**config.mk**
```make
export PLATFORM = sky130hd
export DESIGN_NAME = ipf_top
export DESIGN_NICKNAME = d
export VERILOG_FILES = /design/src/common/ipf_pkg.sv /design/src/common/ipf_field_if.sv /design/src/logic/ipf_field.sv /design/src/logic/ipf_top.sv
export SDC_FILE = /design/constraint.sdc
export NUM_CORES = 1
export LEC_CHECK = 0
export CORE_MARGIN = 2
export CORE_UTILIZATION = 50
export DETAILED_ROUTE_END_ITERATION = 6
export DONT_BUFFER_PORTS = 1
export SETUP_SLACK_MARGIN = 0.02
export SYNTH_ARGS = -nofsm -noshare
export SYNTH_HDL_FRONTEND = slang
export SYNTH_SLANG_ARGS = --single-unit
```
**constraint.sdc**
```tcl
create_clock -name clk -period 1.7 [get_ports clk]
set_input_delay 0.17 -clock clk [delete_from_list [all_inputs] [get_ports clk]]
set_output_delay 0.17 -clock clk [all_outputs]
set_load 0.005 [all_outputs]
```
**src/common/ipf_pkg.sv**
```systemverilog
// Function
// - Code 111 means level 7, highest
// - Code 001 is level 1; codes linear
// - Timer-six field sits in bits 14:12
// - Fields reset to 100, all read/write
// - Code 000 disables its source entirely
//
// Package of the interrupt priority field block: register map,
// field placement, reset and special codes.
// Assumes a single 250 MHz clock domain and a 32-bit register bus.
package ipf_pkg;

    localparam int unsigned IPF_ADDR_W  = 4;     // Byte address width
    localparam int unsigned IPF_DATA_W  = 32;    // Bus data width
    localparam int unsigned IPF_FIELD_W = 3;     // Priority field width
    localparam int unsigned IPF_NUM_SRC = 4;     // Sources held here

    // Register byte offsets
    localparam logic [3:0] IPF_OFF_CTRL10 = 4'h0;
    localparam logic [3:0] IPF_OFF_CTRL11 = 4'h4;

    // Source slots
    localparam int unsigned IPF_SRC_TIMER6 = 0;
    localparam int unsigned IPF_SRC_DMA4   = 1;
    localparam int unsigned IPF_SRC_OC8    = 2;
    localparam int unsigned IPF_SRC_IC6    = 3;

    // Field positions inside their registers
    localparam int unsigned IPF_TIMER6_LSB = 12;
    localparam int unsigned IPF_DMA4_LSB   = 8;
    localparam int unsigned IPF_OC8_LSB    = 0;
    localparam int unsigned IPF_IC6_LSB    = 0;

    // Per-slot register and field position, slot order as above
    localparam logic [3:0] IPF_SRC_OFF [IPF_NUM_SRC] =
        '{IPF_OFF_CTRL11, IPF_OFF_CTRL11, IPF_OFF_CTRL11, IPF_OFF_CTRL10};
    localparam int unsigned IPF_SRC_LSB [IPF_NUM_SRC] =
        '{IPF_TIMER6_LSB, IPF_DMA4_LSB, IPF_OC8_LSB, IPF_IC6_LSB};

    // Field codes
    localparam logic [2:0] IPF_PRIO_RESET = 3'h4;  // Upper bit set
    localparam logic [2:0] IPF_PRIO_OFF   = 3'h0;  // Source disabled
    localparam logic [2:0] IPF_PRIO_MIN   = 3'h1;  // Lowest live level
    localparam logic [2:0] IPF_PRIO_MAX   = 3'h7;  // Highest level

    // Byte lane width
    localparam int unsigned IPF_LANE_W = 8;

endpackage : ipf_pkg

```
**src/common/ipf_field_if.sv**
```systemverilog
// Interface between the register front end and one priority field.
// Assumes both ends run on the same clock.
`timescale 1ns/1ns
`default_nettype none
interface ipf_field_if;
    logic       wr_en;    // One-cycle write strobe
    logic [2:0] wr_data;  // New field code
    logic [2:0] field;    // Held code, from a flop
    logic       enabled;  // Code is not zero, from a flop

    // Field storage end
    modport owner (input wr_en, input wr_data, output field, output enabled);
    // Front end
    modport user (output wr_en, output wr_data, input field, input enabled);
endinterface : ipf_field_if
`default_nettype wire

```
**src/logic/ipf_field.sv**
```systemverilog
// One three-bit interrupt priority field with its enable flag.
// Assumes writes arrive as single-cycle strobes on the same clock.
`timescale 1ns/1ns
`default_nettype none
module ipf_field (
    input  wire logic   clk,
    input  wire logic   nrst,
    ipf_field_if.owner  fld
);
    import ipf_pkg::*;

    logic [2:0] field_q;    // Stored code
    logic [2:0] field_d;
    logic       enabled_q;  // Registered non-zero flag
    logic       enabled_d;

    // Next code and enable; enable tracks the next code so both agree
    always_comb begin
        field_d   = field_q;
        if (fld.wr_en) begin
            field_d = fld.wr_data;
        end
        enabled_d = (field_d != IPF_PRIO_OFF);
    end

    // Power-on code is 100 with the source live
    always_ff @(posedge clk or negedge nrst) begin
        if (!nrst) begin
            field_q   <= IPF_PRIO_RESET;
            enabled_q <= 1'b1;
        end else begin
            field_q   <= field_d;
            enabled_q <= enabled_d;
        end
    end

    // Code is the level itself: 001 is 1, 111 is 7
    assign fld.field   = field_q;
    assign fld.enabled = enabled_q;

endmodule : ipf_field
`default_nettype wire

```
**src/logic/ipf_top.sv**
```systemverilog
// Priority field registers for timer six, DMA channel four,
// output compare eight and input capture six, on an Avalon-MM slave.
// Assumes source events come from logic on the same clock.
`timescale 1ns/1ns
`default_nettype none
module ipf_top (
    input  wire logic                        clk,
    input  wire logic                        nrst,
    input  wire logic [ipf_pkg::IPF_ADDR_W-1:0] avs_address,
    input  wire logic                        avs_read,
    input  wire logic                        avs_write,
    input  wire logic [ipf_pkg::IPF_DATA_W-1:0] avs_writedata,
    input  wire logic [3:0]                  avs_byteenable,
    output logic [ipf_pkg::IPF_DATA_W-1:0]   avs_readdata,
    output logic                             avs_waitrequest,
    input  wire logic [ipf_pkg::IPF_NUM_SRC-1:0] src_event,
    output logic [2:0]                       timer_six_priority,
    output logic [2:0]                       dma_channel_four_priority,
    output logic [2:0]                       output_compare_eight_priority,
    output logic [2:0]                       input_capture_six_priority,
    output logic [ipf_pkg::IPF_NUM_SRC-1:0]  src_enabled,
    output logic [ipf_pkg::IPF_NUM_SRC-1:0]  src_request
);
    import ipf_pkg::*;

    // Bus slave state
    logic                    waitreq_q;   // Wait request towards master
    logic                    waitreq_d;
    logic [IPF_DATA_W-1:0]   rdata_q;     // Captured read data
    logic [IPF_DATA_W-1:0]   rdata_d;
    logic                    wr_commit;   // Write takes effect this edge

    // Per-source views
    logic [2:0]              prio_w [IPF_NUM_SRC];  // Field codes
    logic [IPF_NUM_SRC-1:0]  en_w;                  // Field enables
    logic [IPF_NUM_SRC-1:0]  req_q;                 // Gated requests
    logic [IPF_NUM_SRC-1:0]  req_d;

    ipf_field_if fld_if [IPF_NUM_SRC] ();

    // Write lands on the one edge where waitrequest is seen low
    assign wr_commit = avs_write && !waitreq_q;

    // One field per source; each decodes its own register and lane
    for (genvar g = 0; g < IPF_NUM_SRC; g++) begin : g_src
        assign fld_if[g].wr_en   = wr_commit
                                   && (avs_address == IPF_SRC_OFF[g])
                                   && avs_byteenable[IPF_SRC_LSB[g] / IPF_LANE_W];
        assign fld_if[g].wr_data = avs_writedata[IPF_SRC_LSB[g] +: IPF_FIELD_W];
        assign prio_w[g]         = fld_if[g].field;
        assign en_w[g]           = fld_if[g].enabled;

        ipf_field u_field (
            .clk  (clk),
            .nrst (nrst),
            .fld  (fld_if[g])
        );
    end

    // Fixed one wait state: every access completes on its second edge.
    // Readback is built while waiting, so data and the low
    // waitrequest appear together.
    always_comb begin
        waitreq_d = !((avs_read || avs_write) && waitreq_q);
        rdata_d   = rdata_q;
        if (avs_read && waitreq_q) begin
            rdata_d = '0;
            // Unmapped addresses read as zero; only field bits are set
            for (int i = 0; i < IPF_NUM_SRC; i++) begin
                if (avs_address == IPF_SRC_OFF[i]) begin
                    rdata_d[IPF_SRC_LSB[i] +: IPF_FIELD_W] = prio_w[i];
                end
            end
        end
    end

    // Bus slave registers; waitrequest held high through reset
    always_ff @(posedge clk or negedge nrst) begin
        if (!nrst) begin
            waitreq_q <= 1'b1;
            rdata_q   <= '0;
        end else begin
            waitreq_q <= waitreq_d;
            rdata_q   <= rdata_d;
        end
    end

    // Source events pass only while their field is non-zero
    always_comb begin
        req_d = src_event & en_w;
    end

    // Registered requests to the arbitration logic
    always_ff @(posedge clk or negedge nrst) begin
        if (!nrst) begin
            req_q <= '0;
        end else begin
            req_q <= req_d;
        end
    end

    // Outputs, all straight from flops
    assign avs_readdata                  = rdata_q;
    assign avs_waitrequest               = waitreq_q;
    assign timer_six_priority            = prio_w[IPF_SRC_TIMER6];
    assign dma_channel_four_priority     = prio_w[IPF_SRC_DMA4];
    assign output_compare_eight_priority = prio_w[IPF_SRC_OC8];
    assign input_capture_six_priority    = prio_w[IPF_SRC_IC6];
    assign src_enabled                   = en_w;
    assign src_request                   = req_q;

    // Checks below

    // First cycle after reset release, for the reset value check
    logic first_q;
    logic first_d;

    always_comb begin
        first_d = 1'b0;
    end

    // Only this helper reads it
    always_ff @(posedge clk or negedge nrst) begin
        if (!nrst) begin
            first_q <= 1'b1;
        end else begin
            first_q <= first_d;
        end
    end
endmodule : ipf_top
`default_nettype wire

```
## After elaboration in Yosys (flattened, before gate mapping)

Cells that the tools add are included.
Widths: inputs -> output; s select.

- Register bits after elaboration: 30
- Bits in latches: 0
- Bits in writable memories: 0
- Memory bits (read-only): 0
- Input bits: 48
- Output and inout port bits: 53
- Word-level logic and storage cells: 37
- Memories kept: 0

- $add $sub $neg: 0
- $mul: 0
- Div/mod/pow operators: 0
- $lt $le $gt $ge: 0
- Eq/ne operators: 1
- Shifts and indexed selects: 0
- Muxes and demuxes: 8
- Bitwise operators: 1
- Reduce and logical (&&, ||, !) cells: 16

Operators by type and width:

| kind | number |
|---|---|
| $mux 3 | 8 |
| $reduce_bool 3->1 | 4 |
| $logic_and 1x1->1 | 8 |
| $and 4x4->4 | 1 |
| $eq 4x3->1 const B | 1 |
| $logic_not 4->1 | 1 |
| $logic_not 1->1 | 2 |
| $logic_or 1x1->1 | 1 |

## Logic depth before layout (Yosys ltp)

- Depth after elaboration: 6
- Mapped depth: 5

## Modules after synthesis

Synthesis repeated with hierarchy kept, for this count alone.

- Cell total of the unflattened synthesis: 107
- Area, all modules: 1421.4 um^2

Modules (own cells, without submodules):

| module | instances | cells each | area an instance (um^2) | seq. area each (um^2) |
|---|---|---|---|---|
| ipf_top | 1 | 75 | 820.8 | 351.6 |
| ipf_field | 4 | 8 | 150.1 | 102.6 |

## Worst setup path before layout

Ideal clock, no wire load.

- Path kind: input-to-reg
- Start point: input avs_address[3] in the netlist's numbering
- End point: register g_src[0].u_field.field_q[0]
- Arrival: 1.537 ns
- Required time: 1.572 ns
- Setup slack: 0.036 ns
- Stages: 5
- Path buffers: 2
- Path through: or4b_1 -> buf_2 -> and4bb_1 -> buf_4 -> mux2_1

- Longest elaborated chain between the ends: 4

RTL lines:

| what | line | text |
|---|---|---|
| from (decl) | ipf_top.sv:9 | `input wire logic [ipf_pkg::IPF_ADDR_W-1:0] avs_address,` |
| $eq 4x3->1 | ipf_top.sv:47 | `&& (avs_address == IPF_SRC_OFF[g])` |
| $logic_and 1x1->1 | ipf_top.sv:47 |  |
| $logic_and 1x1->1 | ipf_top.sv:48 | `&& avs_byteenable[IPF_SRC_LSB[g] / IPF_LANE_W];` |
| $mux 3 | ipf_field.sv:20 | `if (fld.wr_en) begin` |
| net g_src[0].u_field.field_d[0] | ipf_field.sv:13 | `logic [2:0] field_d;` |
| to (signal assigned) | ipf_field.sv:32 | `field_q <= field_d;` |
| to (decl) | ipf_field.sv:12 | `logic [2:0] field_q;` |

The timed path passes the listed nets, and every way through them passes these cells.
A chain may end at the register's enable or synchronous reset.

## Worst setup path after layout

- Start point: register waitreq_q (netlist: avs_waitrequest)
- End point: register g_src[3].u_field.field_q[1]

- Longest elaborated chain between the ends: 5

RTL lines:

| what | line | text |
|---|---|---|
| from (decl) | ipf_top.sv:27 | `logic waitreq_q;` |
| from (signal assigned) | ipf_top.sv:83 | `waitreq_q <= waitreq_d;` |
| $logic_not 1->1 | ipf_top.sv:42 | `assign wr_commit = avs_write && !waitreq_q;` |
| $logic_and 1x1->1 | ipf_top.sv:42 |  |
| $logic_and 1x1->1 | ipf_top.sv:47 |  |
| $logic_and 1x1->1 | ipf_top.sv:48 |  |
| $mux 3 | ipf_field.sv:20 |  |
| net g_src[3].u_field.field_d[1] | ipf_field.sv:13 |  |
| to (signal assigned) | ipf_field.sv:32 |  |
| to (decl) | ipf_field.sv:12 |  |

The timed path passes the listed nets, and every way through them passes these cells.

==> impl_metrics.ini <==
[outcome]
status = completed

[setup_path]
critical_path.startpoint_type = register
setup.worst_path.end_class = register
worst_ep_arrival_time_ns = 1.62
critPathSlowestCell = sky130_fd_sc_hd__or3_1
crit_buf_inv = 0
setup.worst_path.class = register to register
critical_path_peak_fanout = 6
cp_slowest_stage_delay_ns = 0.42
cp_data_required_time_ns = 1.90
crit_path_cell_trace = nand3b_1 -> or3_1 -> mux2_2
crit_family = simple AND/OR/NAND/NOR gates

[sta]
setup_violations = 0
unrepaired_setup_endpoints_after_global_routing = no
final-max-slew-violation-count = 0
clock_tree_skew_after_final_layout_ns = 0.00995
timing.final.hold_violations = 0
fin_tns_setup_ns = 0
fmax_ghz = 0.702
hold_slack_ns = 0.0482
final_critical_delay_including_setup_and_external_delays_ns = 1.42
layout_worst_path_cycle_share = 0.838

[yosys]
post-synth-top-area-fraction = 0.368
synth_cell_types = 19
synthesis.area_per_instance_um2 = 11.3
post_synth_instance_area_um2 = 1430
synth_simple_gate_area_share = 0.121
ys_top_cells_by_area = sky130_fd_sc_hd__dfrtp_1 (37%), sky130_fd_sc_hd__dfstp_2 (17%), sky130_fd_sc_hd__buf_4 (15%)
most_frequent_cell_after_synthesis = sky130_fd_sc_hd__buf_4
synth_xor_xnor_area_share = 0
number_of_flops_mapped_to_enable_cells_by_yosys = 0
ys_async_sr_fraction = 1.00
syn-instance-count = 126
synthDominantAreaCellType = sky130_fd_sc_hd__dfrtp_1
synth.yosys.seq_area_share = 0.534
synth.mux.area_fraction = 0.144
combinational_family_with_the_most_area_after_synthesis = buffers and inverters
synth_compound_gate_area_share = 0.0403
synth_top_flop_cell = sky130_fd_sc_hd__dfrtp_1
synthTopCellsByCount = sky130_fd_sc_hd__buf_4 (28), sky130_fd_sc_hd__dfrtp_1 (21), sky130_fd_sc_hd__nand2_1 (16)
synth-seq-cells = 30
synth-warning-count = 0
synth_fa_ha_area_frac = 0

[placed_design]
routabilityCongestion = 0.725
post_dp_cell_area_um2 = 1360
numPortBuffers = 0
hpwlAfterDp_um = 1760

[routing]
ant_nets = 0
route.detailed.vias_per_inst = 5.03
num_vias = 880
drt_wl_total_um = 2490
drc_errors = 0
wire_per_inst_um = 14.2
drt_pre_antenna_iters = 4
drt-initial-drc-count = 24

[global_routing]
grt-ovfl-total = 0
grt_antenna_before_repair = 0
via_count_of_the_first_global_routing_pass = 891
first_pass_grt_wire_length_um = 4170
gr-usage-all-layers = 0.168
maximum_number_of_pins_on_one_net_before_global_route_repair = 31

[hold_path]
min_path_type = input port to register

[floorplan]
die_height_um = 57.4
die-area_um2 = 3300
fp-row-count = 19
core_region_area_um2 = 2730
fp.dieW_um = 57.4
initial_cell_density_of_the_core = 0.522
design.portCount = 101

[clock_tree]
cts_inserted_buffers = 5
clock_latency_on_the_worst_skew_pair_ns = 0.32
cts_tree = built
cts_htree_levels = 2
clk_transition_reported_paths_ns = 0.09
clock-sinks = 30
cts_root_buffer = sky130_fd_sc_hd__clkbuf_4
clock_tree_buf_depth = 2
cts-resized-gates = 0

[flow_run]
drv_cap = 0

[cells_and_area]
final_design_area_no_fill_um2 = 1600
area_growth_syn_to_layout_pct = 11.9
post_layout_net_count = 191
diodes = 0
drive_gt1_frac = 0.181

[pwr]
power-per-cell-area_nw_per_um2 = 956
leakagePower_nw = 0.741
worst_voltage_drop_across_the_vdd_grid_v = 0.000754
logic make-up (layout without fill, tap and decap cells):
logic type | after synthesis | after routing
muxes | 19 | 19
and+or+nand+nor | 34 | 34
buffers and inverters | 32 | 28
other | 1 | 23
DFF | 30 | 30
AOI/OAI and AO/OA | 10 | 10
per-stage QoR:
stage / power, mW / std cells / util / setup slack (ns)
floorplan: 1.11 / 148 / - / 0.0357
global placement: 1.07 / 150 / 0.497 / 0.0528
detailed placement: 1.07 / 150 / 0.497 / 0.0381
CTS: 1.55 / 175 / 0.584 / 0.267
global route: 1.63 / 175 / 0.584 / 0.230
finish: 1.53 / 175 / 0.584 / 0.275
final cells by class:
cell class,count,area (um2)
Clock buffer,7,55.1
Sequential cell,30,762
Multi-Input combinational cell,86,522
Tap cell,31,38.8
Clock inverter,1,5.00
Timing Repair Buffer,20,215
Fill cell,238,1140
cells in the final DEF (no fill, tap or decap), drive strengths merged:
cell type / netlist / final
and2: 5 / 5
and4bb: 1 / 1
buf: 29 / 4
clkbuf: 3 / 7
clkinv: 0 / 1
conb: 1 / 23
dfrtp: 21 / 21
dfstp: 9 / 9
dlygate4sd3: 0 / 16
mux2: 12 / 12
mux2i: 7 / 7
nand2: 16 / 16
nand3b: 1 / 1
nor2: 1 / 1
nor3: 7 / 7
o21ai: 7 / 7
o31ai: 3 / 3
or3: 2 / 2
or4b: 1 / 1
flip-flops by register name, indices dropped and copies added, names as in the netlist:
register	count
g_src.u_field.fld.field	12
avs_readdata	9
g_src.u_field.fld.enabled	4
src_request	4
avs_waitrequest	1
metal layers:
metal  vias up  global-route usage  wire, um
li1        407                   -         -
met1       421               0.210      1030
met2        48               0.255      1170
met3         4              0.0635       250
met4         0              0.0864        34
met5         -                   0         0
where the power goes:
group	internal (mW)	switching (mW)	total [mW]
sequential	0.839	0.0866	0.926
combinational	0.0980	0.0816	0.180
clock	0.200	0.222	0.423
total	1.14	0.391	1.53
timing repair:
action / 4_1_cts / 5_1_grt
hold buffers: 17 / 0
endpoints found under the hold margin: 47 / 0
buffers inserted: 0 / 0
setup endpoints to repair: 0 / 0
worst paths after layout:
| check | end | start | slack [ns] | cells after the start |
|---|---|---|---|---|
| min in group asynchronous | avs_readdata[13]$_DFFE_PN0P_ | nrst | 0.28 | 2 |
| setup / recovery | g_src[3].u_field.fld.field[1]$_DFF_PN0_ | avs_waitrequest$_DFF_PN1_ | 0.28 | 3 |
| hold reg to reg | avs_readdata[12]$_DFFE_PN0P_ | avs_readdata[12]$_DFFE_PN0P_ | 0.52 | 2 |
| setup reg to reg | g_src[3].u_field.fld.field[1]$_DFF_PN0_ | avs_waitrequest$_DFF_PN1_ | 0.28 | 3 |
| max in group asynchronous | g_src[3].u_field.fld.field[2]$_DFF_PN1_ | nrst | 1.18 | 2 |
| hold / removal | g_src[1].u_field.fld.enabled$_DFF_PN1_ | avs_writedata[10] | 0.05 | 2 |
Power figures use the tool's default switching activity.
